$ cat src/core/fcl_pkg.sv
// Constants and carrier types of the fuse configuration loader
// Functional notes
// RULE_01 - Interface live 100us after supply exceeds 2V
// RULE_02 - Power-up copies fuse bytes into live registers
// RULE_03 - Load only if supply good and fuses programmed
// RULE_04 - Enable pin toggling never reloads fuse data
// RULE_05 - Fuses readable, at most three burns ever
// RULE_06 - Host register writes act on converters immediately
// RULE_07 - Channels off during burn, restart one by one
// RULE_08 - Burn request bit locks writes, reads still served
// RULE_09 - Burn supply not above 5.1V aborts and unlocks
// RULE_10 - Burn stores 16-bit checksum beside the data
// RULE_11 - Request bit clears 100ms after burn, writes unlock
// RULE_12 - Host should read back and reburn on mismatch
// RULE_13 - Power-up checksum match loads fuses, else defaults
// RULE_14 - Checksum mismatch sets host-readable error flag
// RULE_15 - One fixed 16-bit combining function for both
package fcl_pkg;
    // Clock rate and documented times
    localparam int unsigned CLK_MHZ         = 250;
    localparam int unsigned READY_DELAY_US  = 100;
    localparam int unsigned READY_DELAY_CYC = READY_DELAY_US * CLK_MHZ;
    localparam int unsigned UNLOCK_DELAY_MS = 100;
    localparam int unsigned UNLOCK_DELAY_CYC = UNLOCK_DELAY_MS * 1000 * CLK_MHZ;
    localparam int unsigned STAGGER_US      = 200;
    localparam int unsigned STAGGER_CYC     = STAGGER_US * CLK_MHZ;
    localparam int unsigned CNT_W           = 25;
    // Register map of the host access port
    localparam int unsigned NUM_CFG         = 12;
    localparam logic [3:0]  LAST_CFG_IDX    = 4'hb;
    localparam logic [3:0]  CS_LO_IDX       = 4'hc;
    localparam logic [3:0]  CS_HI_IDX       = 4'hd;
    localparam logic [4:0]  ADDR_CTRL       = 5'h0c;
    localparam int unsigned ADDR_FUSE_BIT   = 4;
    localparam int unsigned CTRL_BURN_BIT   = 0;
    localparam int unsigned CTRL_CSERR_BIT  = 1;
    localparam int unsigned CTRL_CNT_LSB    = 2;
    localparam logic [1:0]  MAX_BURNS       = 2'h3;
    // Hard-coded defaults, byte 0 in the low bits
    localparam logic [95:0] DEFAULT_CFG     = 96'h2a_54_18_2a_54_18_2a_54_0c_2a_54_0c;
    localparam logic [3:0]  RUN_NONE        = 4'h0;
    localparam logic [3:0]  RUN_ALL         = 4'hf;

    // Sequencer states, Gray coded along the power-up and burn path
    typedef enum logic [3:0] {
        S_WAIT    = 4'h0,
        S_DELAY   = 4'h1,
        S_CHECK   = 4'h3,
        S_LOAD    = 4'h2,
        S_READY   = 4'h6,
        S_SUPPLY  = 4'h7,
        S_BURN    = 4'h5,
        S_HOLD    = 4'h4,
        S_RESTART = 4'hc
    } fcl_state_type;

    // Host register access request
    typedef struct packed {
        logic       req;
        logic       wr;
        logic [4:0] addr;
        logic [7:0] wdata;
    } fcl_host_req_type;

    // One byte written into the fuse store
    typedef struct packed {
        logic       wr;
        logic       last;
        logic [3:0] addr;
        logic [7:0] data;
    } fcl_fuse_wr_type;
endpackage : fcl_pkg

$ cat src/core/fcl_loader.sv
// Fuse configuration loader: power-up load, checksum check, protected burn
`timescale 1ns/10ps
module fcl_loader #(
    parameter int unsigned READY_CYC  = fcl_pkg::READY_DELAY_CYC,
    parameter int unsigned UNLOCK_CYC = fcl_pkg::UNLOCK_DELAY_CYC,
    parameter int unsigned STEP_CYC   = fcl_pkg::STAGGER_CYC
) (
    // Clock and reset
    input  wire logic                      mclk,
    input  wire logic                      rst,
    // Supply monitors and enable pin
    input  wire logic                      vcc_above_2v,
    input  wire logic                      burn_supply_ok,
    input  wire logic                      enable_sync_input,
    // Host register access from the serial-bus slave
    input  wire fcl_pkg::fcl_host_req_type host_req,
    output logic                           host_ack,
    output logic [7:0]                     host_rdata,
    output logic                           host_wr_refused,
    // Fuse store macro
    output logic [3:0]                     fuse_rd_addr,
    input  wire logic [7:0]                fuse_rd_data,
    input  wire logic [1:0]                fuse_burn_count,
    output fcl_pkg::fcl_fuse_wr_type       fuse_wr,
    // Converter side
    output logic                           link_ready,
    output logic [95:0]                    cfg_live,
    output logic [3:0]                     chan_run,
    output logic                           burn_active
);
    import fcl_pkg::*;

    fcl_state_type      state_r, state_nxt;       // Sequencer
    logic [CNT_W-1:0]   cnt_r;                    // Delay counter
    logic [3:0]         idx_r;                    // Byte index
    logic [15:0]        cs_r;                     // Running checksum
    logic [7:0]         cs_lo_r;                  // Stored checksum low byte
    logic               use_fuse_r;               // Fuse data passed check
    logic               cserr_r;                  // Checksum error flag
    logic               loaded_r;                 // Power-up load done
    logic               burn_req_r;               // Burn request bit, write lock
    logic [3:0]         run_mask_r;               // Channels allowed to run
    logic [7:0]         cfg_r [NUM_CFG];          // Live control registers
    fcl_fuse_wr_type    fuse_wr_r;                // Registered fuse write
    logic               ack_r;                    // Host answer strobe
    logic [7:0]         rdata_r;                  // Host read data
    logic               refused_r;                // Write refused strobe

    // Fixed combining step: rotate left then add, same for burn and check
    function automatic logic [15:0] cs_step(input logic [15:0] cs, input logic [7:0] b);
        cs_step = {cs[14:0], cs[15]} + {8'h00, b}; // see RULE_15
    endfunction : cs_step

    // Decode of counters and host access
    wire cnt_ready   = (cnt_r == CNT_W'(READY_CYC - 1));
    wire cnt_unlock  = (cnt_r == CNT_W'(UNLOCK_CYC - 1));
    wire cnt_step    = (cnt_r == CNT_W'(STEP_CYC - 1));
    wire host_hit    = host_req.req & link_ready;
    wire host_is_cfg = ~host_req.addr[ADDR_FUSE_BIT] & (host_req.addr[3:0] <= LAST_CFG_IDX);
    // Fuse space ends at the checksum; above it reads zero, not macro noise
    wire host_is_fuse = host_req.addr[ADDR_FUSE_BIT] & (host_req.addr[3:0] <= CS_HI_IDX);
    wire wr_refuse   = host_hit & host_req.wr & burn_req_r;                        // see RULE_08
    wire wr_live     = host_hit & host_req.wr & ~burn_req_r & host_is_cfg;        // see RULE_06
    wire wr_burn     = host_hit & host_req.wr & ~burn_req_r & (host_req.addr == ADDR_CTRL)
                       & host_req.wdata[CTRL_BURN_BIT] & (state_r == S_READY);    // see RULE_08
    wire fuse_done   = (fuse_burn_count != 2'h0);                                  // see RULE_03
    wire burn_allow  = burn_supply_ok & (fuse_burn_count < MAX_BURNS);            // see RULE_05
    wire cs_match    = ({fuse_rd_data, cs_lo_r} == cs_r);                          // see RULE_13
    wire [7:0] ctrl_rd = {4'h0, fuse_burn_count, cserr_r, burn_req_r};
    wire [7:0] cfg_rd  = host_is_cfg ? cfg_r[host_req.addr[3:0]] : 8'h00;
    wire [7:0] rd_mux  = host_is_fuse ? fuse_rd_data :                              // see RULE_05
                         (host_req.addr == ADDR_CTRL) ? ctrl_rd : cfg_rd;
    wire loading     = (state_r == S_CHECK) | (state_r == S_LOAD);
    wire [7:0] load_byte = use_fuse_r ? fuse_rd_data : DEFAULT_CFG[idx_r*8 +: 8];  // see RULE_13
    wire [7:0] burn_byte = (idx_r == CS_LO_IDX) ? cs_r[7:0] :
                           (idx_r == CS_HI_IDX) ? cs_r[15:8] : cfg_r[idx_r];       // see RULE_10

    assign fuse_rd_addr = loading ? idx_r : host_req.addr[3:0];
    // Held low through check and load, so no host write is lost under the load
    assign link_ready   = (state_r != S_WAIT) & (state_r != S_DELAY) & ~loading;   // see RULE_01
    assign host_ack        = ack_r;
    assign host_rdata      = rdata_r;
    assign host_wr_refused = refused_r;
    assign fuse_wr      = fuse_wr_r;
    assign burn_active  = burn_req_r;

    // Live registers drive the converter parameters directly
    genvar g;
    generate
        for (g = 0; g < NUM_CFG; g++) begin : g_cfg
            assign cfg_live[g*8 +: 8] = cfg_r[g]; // see RULE_02
        end
    endgenerate

    // Next state
    always_comb
    begin
        state_nxt = state_r;
        case (state_r)
            S_WAIT:    if (vcc_above_2v) state_nxt = S_DELAY;                      // see RULE_01
            S_DELAY:   if (!vcc_above_2v) state_nxt = S_WAIT;
                       else if (cnt_ready) state_nxt = S_CHECK;
            S_CHECK:   if (!fuse_done || idx_r == CS_HI_IDX) state_nxt = S_LOAD;   // see RULE_03
            S_LOAD:    if (idx_r == LAST_CFG_IDX) state_nxt = S_READY;
            S_READY:   if (wr_burn) state_nxt = S_SUPPLY;
            S_SUPPLY:  state_nxt = burn_allow ? S_BURN : S_READY;                  // see RULE_09
            S_BURN:    if (idx_r == CS_HI_IDX) state_nxt = S_HOLD;
            S_HOLD:    if (cnt_unlock) state_nxt = S_RESTART;                      // see RULE_11
            S_RESTART: if (cnt_step && run_mask_r[2:0] == 3'h7) state_nxt = S_READY;
            default:   state_nxt = S_WAIT;
        endcase
    end

    // Sequencer and delay counter, restarted on every state change
    always_ff @(posedge mclk or posedge rst)
    begin
        if (rst)
        begin
            state_r <= S_WAIT;
            cnt_r   <= '0;
        end
        else
        begin
            state_r <= state_nxt;
            // Stagger counter also restarts after each channel step
            if (state_nxt != state_r || (state_r == S_RESTART && cnt_step))
                cnt_r <= '0;
            else
                cnt_r <= cnt_r + CNT_W'(1);
        end
    end

    // Byte index and checksum walk, shared by check and burn
    always_ff @(posedge mclk or posedge rst)
    begin
        if (rst)
        begin
            idx_r   <= 4'h0;
            cs_r    <= 16'h0000;
            cs_lo_r <= 8'h00;
        end
        else if (state_nxt != state_r)
        begin
            idx_r <= 4'h0;
            // Keep the sum when moving from burn to hold, for read-out
            if (state_nxt != S_HOLD)
                cs_r <= 16'h0000;
        end
        else if (state_r == S_CHECK || state_r == S_BURN || state_r == S_LOAD)
        begin
            idx_r <= idx_r + 4'h1;
            if (idx_r <= LAST_CFG_IDX && state_r != S_LOAD)
                cs_r <= cs_step(cs_r, (state_r == S_CHECK) ? fuse_rd_data : cfg_r[idx_r]); // see RULE_10
            if (state_r == S_CHECK && idx_r == CS_LO_IDX)
                cs_lo_r <= fuse_rd_data;
        end
    end

    // Check verdict, error flag and one-time load marker
    always_ff @(posedge mclk or posedge rst)
    begin
        if (rst)
        begin
            use_fuse_r <= 1'b0;
            cserr_r    <= 1'b0;
            loaded_r   <= 1'b0;
        end
        else
        begin
            // Verdict taken on the high checksum byte
            if (state_r == S_CHECK && idx_r == CS_HI_IDX)
            begin
                use_fuse_r <= cs_match;                 // see RULE_13
                cserr_r    <= cserr_r | ~cs_match;      // see RULE_14
            end
            // Marker is cleared only by reset; it gates the channel enables, not the load path
            if (state_r == S_LOAD && idx_r == LAST_CFG_IDX)
                loaded_r <= 1'b1;                       // see RULE_04
        end
    end

    // Live registers: power-up load or host write
    always_ff @(posedge mclk or posedge rst)
    begin
        if (rst)
        begin
            for (int i = 0; i < NUM_CFG; i++)
                cfg_r[i] <= DEFAULT_CFG[i*8 +: 8];
        end
        else if (state_r == S_LOAD)
            cfg_r[idx_r] <= load_byte;                  // see RULE_02
        else if (wr_live)
            cfg_r[host_req.addr[3:0]] <= host_req.wdata; // see RULE_06
    end

    // Burn request bit doubles as the write lock
    always_ff @(posedge mclk or posedge rst)
    begin
        if (rst)
            burn_req_r <= 1'b0;
        else if (wr_burn)
            burn_req_r <= 1'b1;                         // see RULE_08
        else if (state_r == S_SUPPLY && !burn_allow)
            burn_req_r <= 1'b0;                         // see RULE_09
        else if (state_r == S_HOLD && cnt_unlock)
            burn_req_r <= 1'b0;                         // see RULE_11
    end

    // Fuse write strobe, registered so data and strobe move together
    always_ff @(posedge mclk or posedge rst)
    begin
        if (rst)
            fuse_wr_r <= '0;
        else
        begin
            fuse_wr_r.wr   <= (state_r == S_BURN);
            fuse_wr_r.last <= (state_r == S_BURN) & (idx_r == CS_HI_IDX);
            fuse_wr_r.addr <= idx_r;
            fuse_wr_r.data <= burn_byte;
        end
    end

    // Channel run mask: cleared for the burn, refilled one per step
    always_ff @(posedge mclk or posedge rst)
    begin
        if (rst)
            run_mask_r <= RUN_ALL;
        else if (state_r == S_BURN || state_r == S_HOLD)
            run_mask_r <= RUN_NONE;                     // see RULE_07
        else if (state_r == S_RESTART && cnt_step)
            run_mask_r <= {run_mask_r[2:0], 1'b1};      // see RULE_07
    end

    // Registered channel enables; pin only gates, never reloads
    always_ff @(posedge mclk or posedge rst)
    begin
        if (rst)
            chan_run <= RUN_NONE;
        else
            chan_run <= run_mask_r & {4{enable_sync_input & loaded_r}};
    end

    // Host answer one cycle after the request
    always_ff @(posedge mclk or posedge rst)
    begin
        if (rst)
        begin
            ack_r     <= 1'b0;
            rdata_r   <= 8'h00;
            refused_r <= 1'b0;
        end
        else
        begin
            ack_r     <= host_hit;
            refused_r <= wr_refuse;
            if (host_hit && !host_req.wr)
                rdata_r <= rd_mux;                      // see RULE_08
        end
    end
endmodule : fcl_loader

$ cat config.mk
export PLATFORM = sky130hd
export DESIGN_NAME = fcl_loader
export DESIGN_NICKNAME = d
export VERILOG_FILES = /design/src/core/fcl_pkg.sv /design/src/core/fcl_loader.sv
export SDC_FILE = /design/constraint.sdc
export NUM_CORES = 1
export LEC_CHECK = 0
export BUFFER_PORTS_ARGS = -buffer_cell sky130_fd_sc_hd__buf_2
export CORE_UTILIZATION = 33
export DETAILED_ROUTE_END_ITERATION = 8
export MAX_ROUTING_LAYER = met4
export PLACE_DENSITY = 0.48
export SYNTH_ARGS = -nofsm -noshare
export SYNTH_HDL_FRONTEND = slang
export SYNTH_SLANG_ARGS = --single-unit
$ cat constraint.sdc
create_clock -name mclk -period 20.2 [get_ports mclk]
set_input_delay 4.04 -clock mclk [delete_from_list [all_inputs] [get_ports mclk]]
set_output_delay 4.04 -clock mclk [all_outputs]
set_load 0.01 [all_outputs]
==> results of run 1 <==
[worst min path at each step]
stage / depth (start not counted) / endpoint
detailed placement: 1 / cnt_r[0]
CTS: 1 / cnt_r[0]
global placement: 1 / cnt_r[0]
floorplan: 0 / fuse_wr[8]
global route: 1 / cserr_r
finish: 1 / cnt_r[0]
[critical path: stages]
cell    delay, ps
buf_2          70
buf_4         480
mux2_2        310
buf_2         140
[power by group]
group | total (W) | internal, W | switching (W) | leakage, nW
Combinational | 0.000952 | 0.000370 | 0.000582 | 2.81
Sequential | 0.000640 | 0.000507 | 0.000133 | 2.39
Clock | 0.000357 | 0.000193 | 0.000164 | 0.299
Total | 0.00195 | 0.00107 | 0.000879 | 5.50
[area by class of cell]
type                    count  area [um2]  share of cell area, %
multi-input cells         839        5990                   46.3
flip-flops and latches    189        4780                   36.9
clock inverters            13         153                   1.18
inverters                  14        60.1                  0.464
well taps                 442         553                   4.27
clock buffers              19         453                   3.50
repair buffers            180         953                   7.37
[metal layers]
metal	share of wire, %	track usage, %	vias up
met2	45	37.4	381
met3	6.6	4.29	42
met1	47	36.6	4916
met5	0	-	-
met4	1.9	7.17	0
li1	-	-	4372
[registers in the layout (all words and copies together), names as in the netlist]
name	cells
cs_lo_r	8
host_wr_refused	1
use_fuse_r	1
burn_active	1
cserr_r	1
loaded_r	1
cs_r	16
run_mask_r	4
host_ack	1
fuse_wr	14
idx_r	4
cfg_live	96
host_rdata	8
cnt_r	25
chan_run	4
state_r	4
[stage by stage]
step / worst slack [ps] / hold slack (ps) / std cells
6_report: 11100 / 476 / 1696
5_1_grt: 11020 / 509 / 1696
4_1_cts: 11070 / 471 / 1696
3_5_place_dp: 11070 / 460 / 1664
3_3_place_gp: 11070 / 446 / 1664
2_1_floorplan: 11080 / 404 / 1107
[kinds of logic (layout without fill, tap and decap cells)]
kind of cell | Yosys count | after routing | share of synthesized area [%]
buffers and inverters | 79 | 226 | 2.77
multiplexers | 88 | 88 | 13.7
AO/OA/AOI/OAI | 305 | 305 | 18.4
XOR/XNOR | 56 | 56 | 4.43
AND/OR/NAND/NOR | 375 | 375 | 15.8
adder cells (fa/ha/maj) | 15 | 15 | 1.76
flip-flops | 189 | 189 | 43.1
[cells in the mapped netlist (16+ instances only)]
library cell	number	area (um2)
o22a_1	24	210
clkbuf_1	54	203
dfrtp_1	153	3830
a21oi_1	62	310
xnor2_1	38	333
mux2_2	21	236
nor2_1	132	495
mux2i_1	18	180
nand2_1	120	450
mux4_2	48	1080
o21ai_0	99	495
dfstp_2	36	946
xor2_1	18	158
and3_1	16	100
a221o_1	19	190
nand3_1	28	140
nor3_1	17	85.1
[cell usage in the layout (no fill, tap or decap), types with 9 or more instances in the layout]
| cell | n |
|---|---|
| and3_1 | 16 |
| a221o_1 | 19 |
| dfrtp_1 | 152 |
| buf_4 | 21 |
| mux4_2 | 48 |
| mux2i_1 | 18 |
| o21ai_0 | 99 |
| o2bb2ai_1 | 13 |
| nor2b_1 | 11 |
| inv_1 | 13 |
| dfstp_2 | 36 |
| nand3_1 | 28 |
| a21oi_1 | 62 |
| nand2_1 | 120 |
| xnor2_1 | 38 |
| nor3_1 | 17 |
| buf_2 | 159 |
| a32oi_1 | 15 |
| o22a_1 | 24 |
| clkbuf_16 | 17 |
| ha_1 | 14 |
| mux2_2 | 21 |
| xor2_1 | 18 |
| a2bb2oi_1 | 9 |
| nand4_1 | 11 |
| nor2_1 | 132 |
==> Flow_metrics.wiki, run 1 <==
{| class="wikitable"
! Metric !! Value
|-
| Max capacitance violation total || 0
|-
| Area of all placed cells without fillers || 12900 um2
|-
| Post-detail-place hpwl || 30.0 mm
|-
| R2R setup slack || 15790 ps
|-
| Via count of the first global-routing pass || 9346
|-
| Slew of the pin with the lowest slew margin || 1130 ps
|-
| Worst Setup Start Kind || primary input
|-
| Required time of the worst setup path || 16160 ps
|-
| Instance count of the mapped netlist || 1107
|-
| FILL cells || 3351
|-
| Count of state elements after synthesis || 189
|-
| Final Util || 39.5%
|-
| Inserted Diodes || 0
|-
| Number of failing hold endpoints at the final stage || 0
|-
| CTS tree || done
|-
| Num rows || 66
|-
| Peak Freq || 0.110 GHz
|-
| Cell at the root of the clock tree || clkbuf_16
|-
| Worst setup path start || host_req[8]
|-
| Cell area after placement || 12300 um2
|-
| Power density over the cells || 151 nW/um2
|-
| Avg WL per Cell || 24.5 um
|-
| Number of enable flip-flop cells after synthesis || 0
|-
| Starting Density || 33.8%
|-
| Maximum number of pins on one net before global-route repair || 119
|-
| Area of the mapped netlist || 11100 um2
|-
| Capture point of the worst path || fuse_rd_addr[0]
|-
| Max IR drop VDD || 70.4 uV
|-
| Mean number of vias per cell || 5.73
|-
| Buffer depth of the longest clock path || 2
|-
| Arr. time, crit path || 5060 ps
|-
| DRC errors left || 0
|-
| Placeable core region || 32800 um2
|-
| CP Class || primary input to output port
|-
| Post-synth cell types || 73
|-
| R2R Path Start || idx_r[0]
|-
| Ys async rst share || 100%
|-
| Slew Limit Headroom || 24.5%
|-
| Final-report setup violation count || 0
|-
| Total GRT Usage || 25.7%
|-
| Dominant synthesized flop cell || dfrtp_1
|-
| Die span in x || 185 um
|-
| Iteration-0 DRC count of the detailed router || 1164
|-
| CTS H-Tree Depth || 4
|-
| CTS Buf Count || 17
|-
| Sequential element share of the synthesized area || 43.1%
|-
| Destination of the worst register-to-register timing path || cs_r[15]
|-
| Worst Setup End Kind || output port
|-
| Post-CTS sizing || 0
|-
| Clock tree skew after final layout || 15.9 ps
|-
| Post-layout total power || 0.00195 W
|-
| Number of top-level design ports || 160
|-
| Routability-driven placement congestion ratio || 0.929
|-
| Via count || 9711
|-
| Final number of max-transition violations || 0
|-
| Average footprint of a synthesized cell || 10.0 um2
|-
| R2R depth || 13
|-
| TritonCTS Sinks || 189
|-
| Wire length of the first global-routing pass || 62.1 mm
|-
| Quantity of hold-fixing buffers added after cts || 0
|-
| Largest driver fanout on the critical path || 29
|-
| Leakage power figure || 5.50 nW
|-
| Warnings from Yosys || 0
|-
| RSZ-0062 raised after global routing || false
|-
| Share of the clock period used by the worst path after layout || 45.1%
|-
| Class of the tightest hold or removal check || register to register
|-
| Fraction of layout instances using a drive strength above 1 || 26.6%
|-
| Vert. Die Dim || 185 um
|-
| Synthesized net count || 1152
|-
| Total Routed Length || 41.6 mm
|-
| Number of port buffers || 159
|-
| Number of optimization iterations in the first detailed-route pass || 5
|-
| Summed negative setup slack over all endpoints || 0 ps
|-
| Clock latency at the later pin of the worst-skew pair || 440 ps
|-
| Result of the run || finished clean
|-
| Sum of overflow across all layers after global routing || 0
|-
| Remaining antenna violation count after routing || 0
|-
| Number of setup buffers added after CTS || 0
|-
| Area Growth Syn to Fin || 16.9%
|-
| Total Die Area || 34300 um2
|-
| # nets final || 1286
|-
| Clock transition time at the flip-flop clock pins of the worst setup and hold paths || 80 ps
|-
| Initial antenna violation count || 0
|-
| Post-layout min period || 9100 ps
|-
| Beginning of the worst hold path || cnt_r[0]
|}
Power figures use the tool's default switching activity.
==> run 2, diff against run 1 <==
==> constraint.sdc (replaced) <==
create_clock -name mclk -period 9.03 [get_ports mclk]
set_input_delay 1.806 -clock mclk [delete_from_list [all_inputs] [get_ports mclk]]
set_output_delay 1.806 -clock mclk [all_outputs]
set_load 0.01 [all_outputs]
==> run 2 against run 1 <==
  * Cell count fell by 0.29%
  * Sequential power rose by 130%
  * Count of clock-buffer cells in the layout did not move
  * Register-to-register slack got worse by 11000 ps
  * Routed wire length rose by 0.57%
  * First-iteration DRC count fell by 9.7%
  * Largest cell class unchanged
  * Largest power group unchanged
==> Flow_metrics.wiki, run 2 (synthesis gave the netlist of run 1 again) <==
{| class="wikitable"
! Metric !! Value
|-
| Final-report setup violation count || 0
|-
| Cell repeated most along the worst path || buf_2
|-
| Via count of the first global-routing pass || 9220
|-
| Post-detail-place hpwl || 30.4 mm
|-
| Worst hold slack after final layout || 451 ps
|-
| Summed negative setup slack over all endpoints || 0 ps
|-
| Max IR drop VDD || 139 uV
|-
| TritonCTS Sinks || 189
|-
| Clock latency at the later pin of the worst-skew pair || 450 ps
|-
| Number of top-level design ports || 160
|-
| Worst Setup Start Kind || primary input
|-
| Die span in x || 185 um
|-
| Arr. time, crit path || 2930 ps
|-
| Leading cell types in the layout, fill and taps excluded || 159 x buf_2, 152 x dfrtp_1, 132 x nor2_1
|-
| Buffer depth of the longest clock path || 2
|-
| Cell area after placement || 12300 um2
|-
| Num rows || 66
|-
| CTS tree || done
|-
| Cell at the root of the clock tree || clkbuf_16
|-
| Fraction of layout instances using a drive strength above 1 || 26.1%
|-
| Sum of overflow across all layers after global routing || 0
|-
| Total GRT Usage || 25.8%
|-
| Worst Setup End Kind || output port
|-
| Starting Density || 33.8%
|-
| Vert. Die Dim || 185 um
|-
| Via count || 9666
|-
| Required time of the worst setup path || 7220 ps
|-
| Largest driver fanout on the critical path || 30
|-
| Cell chain of the critical path || buf_2, mux2_2, buf_2
|-
| Worst Setup Slack, final || 4290 ps
|-
| Inserted Diodes || 0
|-
| Max FFs per register || 96
|-
| CTS Buf Count || 17
|-
| Class of the tightest hold or removal check || register to register
|-
| Placeable core region || 32800 um2
|-
| Share of the clock period used by the worst path after layout || 52.5%
|-
| Worst setup path start || host_req[9]
|-
| Mean number of vias per cell || 5.72
|-
| # nets final || 1281
|-
| Area Growth Syn to Fin || 16.6%
|-
| Result of the run || finished clean
|-
| Wire length of the first global-routing pass || 62.2 mm
|-
| Post-CTS sizing || 0
|-
| Remaining antenna violation count after routing || 0
|-
| Final Util || 39.3%
|-
| Number of optimization iterations in the first detailed-route pass || 6
|-
| Slew of the pin with the lowest slew margin || 1180 ps
|-
| R2R Path Start || state_r[3]
|-
| Worst slack after detailed placement || 4200 ps
|-
| Power density over the cells || 335 nW/um2
|-
| Peak Freq || 0.211 GHz
|-
| Initial antenna violation count || 0
|-
| Clock tree skew after final layout || 18.5 ps
|-
| Clock transition time at the flip-flop clock pins of the worst setup and hold paths || 70 ps
|-
| Avg WL per Cell || 24.7 um
|-
| Final number of max-transition violations || 0
|-
| Slew Limit Headroom || 21.1%
|-
| Number of failing hold endpoints at the final stage || 0
|-
| Number of setup buffers added after CTS || 0
|-
| Biggest cell delay along the critical path || 640 ps
|-
| Number of port buffers || 159
|-
| CP Class || primary input to output port
|-
| FILL cells || 3340
|-
| Quantity of hold-fixing buffers added after cts || 0
|-
| Total Die Area || 34300 um2
|-
| Leading cell type in the layout, fill and taps excluded || buf_2
|-
| Max capacitance violation total || 0
|-
| Highest-delay cell along the critical path || buf_2
|-
| Iteration-0 DRC count of the detailed router || 1051
|-
| Routability-driven placement congestion ratio || 0.989
|-
| Maximum number of pins on one net before global-route repair || 118
|-
| Total Routed Length || 41.8 mm
|-
| CTS H-Tree Depth || 4
|-
| Beginning of the worst hold path || cnt_r[0]
|-
| Leakage power figure || 5.47 nW
|-
| RSZ-0062 raised after global routing || false
|-
| DRC errors left || 0
|-
| Post-layout min period || 4740 ps
|-
| Area of all placed cells without fillers || 12900 um2
|}
==> run 2: where the power goes <==
part           internal [W]  total, W  switching [W]
clock              0.000439  0.000790       0.000351
sequential          0.00113   0.00146       0.000323
combinational      0.000820   0.00208        0.00126
total               0.00239   0.00433        0.00193
==> run 2: path summary, 6_finish.rpt <==
check	end	slack [ps]	depth (start not counted)
worst max-delay path	fuse_rd_addr[1]	4290	3
worst min-delay path	cnt_r[0]	450	1
worst max register to register	cs_r[10]	4680	13
worst min register to register	cnt_r[0]	450	1
max in group asynchronous	cfg_live[64]	5990	3
min in group asynchronous	cs_lo_r[3]	1550	2
==> run 2: area by class of cell <==
type	instances	area, um2	share of cell area [%]
well taps	442	553	4.29
repair buffers	175	916	7.10
clock buffers	19	433	3.36
inverters	14	60.1	0.466
flip-flops and latches	189	4780	37.0
multi-input cells	839	5990	46.5
clock inverters	13	166	1.29
==> run 2: through the flow <==
step	std cells	power, W
after floorplan	1107	0.00267
after global placement	1659	0.00353
after detailed placement	1659	0.00353
after CTS	1691	0.00433
after global routing	1691	0.00456
final	1691	0.00433
==> run 2: layer usage <==
metal  global-route usage, %  wire length (um)  vias to the layer above
met1                    36.4             19300                     4827
li1                        -                 -                     4351
met5                       -                 0                        -
met4                    7.50              1030                        0
met2                    37.9             18800                      435
met3                    4.09              2730                       53
==> run 2: critical path: cells and delay by family <==
kind / cells / cell delay [ps]
buf+inv: 2 / 780
mux: 1 / 340
==> run 3, diff against run 2 <==
--- a/config.mk
+++ b/config.mk
@@ -9,7 +9,7 @@
 export CORE_UTILIZATION = 33
 export DETAILED_ROUTE_END_ITERATION = 8
 export MAX_ROUTING_LAYER = met4
-export PLACE_DENSITY = 0.48
+export PLACE_DENSITY = 0.5
 export SYNTH_ARGS = -nofsm -noshare
 export SYNTH_HDL_FRONTEND = slang
 export SYNTH_SLANG_ARGS = --single-unit
==> constraint.sdc (replaced) <==
create_clock -name mclk -period 4.1 [get_ports mclk]
set_input_delay 0.82 -clock mclk [delete_from_list [all_inputs] [get_ports mclk]]
set_output_delay 0.82 -clock mclk [all_outputs]
set_load 0.01 [all_outputs]
==> run 3 against run 2 <==
  * Cell area increased by 2.0%
  * Sequential power increased by 120%
  * Sequential cell count unchanged
  * Sequential share of layout area decreased by 0.74 points
  * Cell count increased by 2.1%
  * Hold slack improved by 8.6 ps
  * Global-route usage increased by 1.5 points
  * Utilization increased by 0.80 points
  * Combinational power increased by 130%
  * Die area unchanged
  * First-iteration DRC count decreased by 5.2%
==> Flow_metrics.wiki, run 3 (synthesis gave the netlist of run 1 again) <==
{| class="wikitable"
! Metric !! Value
|-
| Share of the clock period used by the worst path after layout || 94.1%
|-
| Initial antenna violation count || 1
|-
| CTS tree || done
|-
| Total GRT Usage || 27.3%
|-
| Num rows || 66
|-
| Arr. time, crit path || 4220 ps
|-
| Class of the tightest hold or removal check || primary input to async pin
|-
| Via count of the first global-routing pass || 9428
|-
| FILL cells || 3338
|-
| Result of the run || finished clean
|-
| Final number of max-transition violations || 0
|-
| Post-detail-place hpwl || 32.9 mm
|-
| M2 GR Usage || 39.5%
|-
| Number of port buffers || 159
|-
| Worst Setup Start Kind || register
|-
| Cell at the root of the clock tree || clkbuf_16
|-
| Largest driver fanout on the critical path || 8
|-
| Via count || 9964
|-
| Vert. Die Dim || 185 um
|-
| Mean number of vias per cell || 5.77
|-
| Slew of the pin with the lowest slew margin || 941 ps
|-
| Largest delay share family, worst path || compound AO/OA/AOI/OAI gates
|-
| Fraction of layout instances using a drive strength above 1 || 28.4%
|-
| Cell chain of the critical path || mux4_2, mux2i_1, o21ai_0, mux2_2, ha_1, fa_1, a211oi_1, o21ai_0, a31oi_1, nor2b_1, nand2_1, xnor2_1, a32o_1
|-
| Number of placed cells counting well taps || 1693
|-
| Summed negative setup slack over all endpoints || 0 ps
|-
| CTS Buf Count || 17
|-
| Number of standard cells in the final layout excluding fillers || 1727
|-
| Leakage power figure || 5.64 nW
|-
| Met3 global-route usage || 4.78%
|-
| Number of failing hold endpoints at the final stage || 0
|-
| # nets final || 1317
|-
| Leading cell types in the layout, fill and taps excluded || 159 x buf_2, 152 x dfrtp_1, 132 x nor2_1
|-
| Total Routed Length || 44.5 mm
|-
| Slew Limit Headroom || 37.2%
|-
| Number of top-level design ports || 160
|-
| Maximum number of pins on one net before global-route repair || 128
|-
| Leading cell type in the layout, fill and taps excluded || buf_2
|-
| Global routing usage on met1 || 38.1%
|-
| Cell repeated most along the worst path || o21ai_0
|-
| Power density over the cells || 739 nW/um2
|-
| TritonCTS Sinks || 189
|-
| Routability-driven placement congestion ratio || 0.965
|-
| Final-report setup violation count || 0
|-
| CTS H-Tree Depth || 4
|-
| Required time of the worst setup path || 4460 ps
|-
| Post-layout min period || 3860 ps
|-
| Remaining antenna violation count after routing || 0
|-
| Total Die Area || 34300 um2
|-
| Most Used Layer, Global Route || met2
|-
| Area Growth Syn to Fin || 18.9%
|-
| Clock latency at the later pin of the worst-skew pair || 470 ps
|-
| Iteration-0 DRC count of the detailed router || 996
|-
| Starting Density || 33.8%
|-
| Wire length of the first global-routing pass || 64.6 mm
|-
| Max IR drop VDD || 413 uV
|-
| Die span in x || 185 um
|-
| Highest-delay cell along the critical path || mux4_2
|-
| Max capacitance violation total || 0
|-
| CP Class || register to register
|-
| DRC errors left || 0
|-
| Biggest cell delay along the critical path || 590 ps
|-
| Max FFs per register || 96
|-
| Number of optimization iterations in the first detailed-route pass || 7
|-
| Placeable core region || 32800 um2
|-
| Peak Freq || 0.259 GHz
|-
| Inserted Diodes || 0
|-
| Worst Setup End Kind || register
|-
| Avg WL per Cell || 25.8 um
|-
| Buffer depth of the longest clock path || 2
|-
| Combined buffer and inverter count along the critical path || 0
|-
| Clock transition time at the flip-flop clock pins of the worst setup and hold paths || 90 ps
|-
| Quantity of hold-fixing buffers added after cts || 0
|-
| Clock tree skew after final layout || 18.1 ps
|-
| Sum of overflow across all layers after global routing || 0
|}
==> run 3: layout make-up <==
class	count	area [um2]	area share, %
Sequential cell	189	4780	36.3
Clock inverter	14	124	0.941
Tap cell	442	553	4.20
Inverter	14	56.3	0.428
Multi-Input combinational cell	839	6000	45.6
Clock buffer	18	439	3.34
Timing Repair Buffer	211	1210	9.20
==> run 3: worst paths after layout <==
check | from | end | slack, ps | cells after the start
max | idx_r[0] | cs_r[10] | 240 | 13
min | rst | cs_lo_r[1] | 460 | 3
max reg2reg | idx_r[0] | cs_r[10] | 240 | 13
min reg2reg | cnt_r[0] | cnt_r[0] | 470 | 1
max in group asynchronous | rst | cfg_live[85] | 2950 | 3
min in group mclk | cnt_r[0] | cnt_r[0] | 470 | 1
==> run 3: repair_timing <==
action                                  CTS  global route
endpoints found under the setup margin    0             4
resized for setup                         0             2
buffers inserted                          0             2
==> run 3: metrics by stage <==
| stage | setup slack (ps) | cell area, um2 | total power [W] | util [%] | hold slack, ps |
|---|---|---|---|---|---|
| after detailed placement | 255 | 12600 | 0.00800 | 38.4 | 465 |
| after floorplan | 85.1 | 11100 | 0.00589 | - | 404 |
| after CTS | 227 | 13100 | 0.00968 | 40.1 | 476 |
| after global routing | -28.3 | 13200 | 0.0102 | 40.1 | 481 |
| after global placement | 309 | 12600 | 0.00803 | 38.4 | 444 |
| final | 241 | 13200 | 0.00972 | 40.1 | 460 |
==> run 3: worst reg2reg max path: cells and delay by family, from the launching register on <==
family,cells,cell delay (ps)
simple gates,2,220
fa+ha+maj,2,640
flops,1,550
compound gates,5,1150
mux,3,1110
xor+xnor,1,70
==> run 3: power breakdown <==
| group | switching [W] | internal [W] | total (W) |
|---|---|---|---|
| sequential | 0.000780 | 0.00250 | 0.00328 |
| clock | 0.000833 | 0.000816 | 0.00165 |
| combinational | 0.00286 | 0.00193 | 0.00479 |
==> run 3: layer usage <==
metal | part of all wire [%] | wire, um | vias to the layer above
li1 | - | - | 4442
met1 | 45 | 20100 | 4980
met2 | 45 | 19900 | 462
met3 | 7.0 | 3120 | 80
met4 | 3.2 | 1440 | 0
met5 | 0 | 0 | -
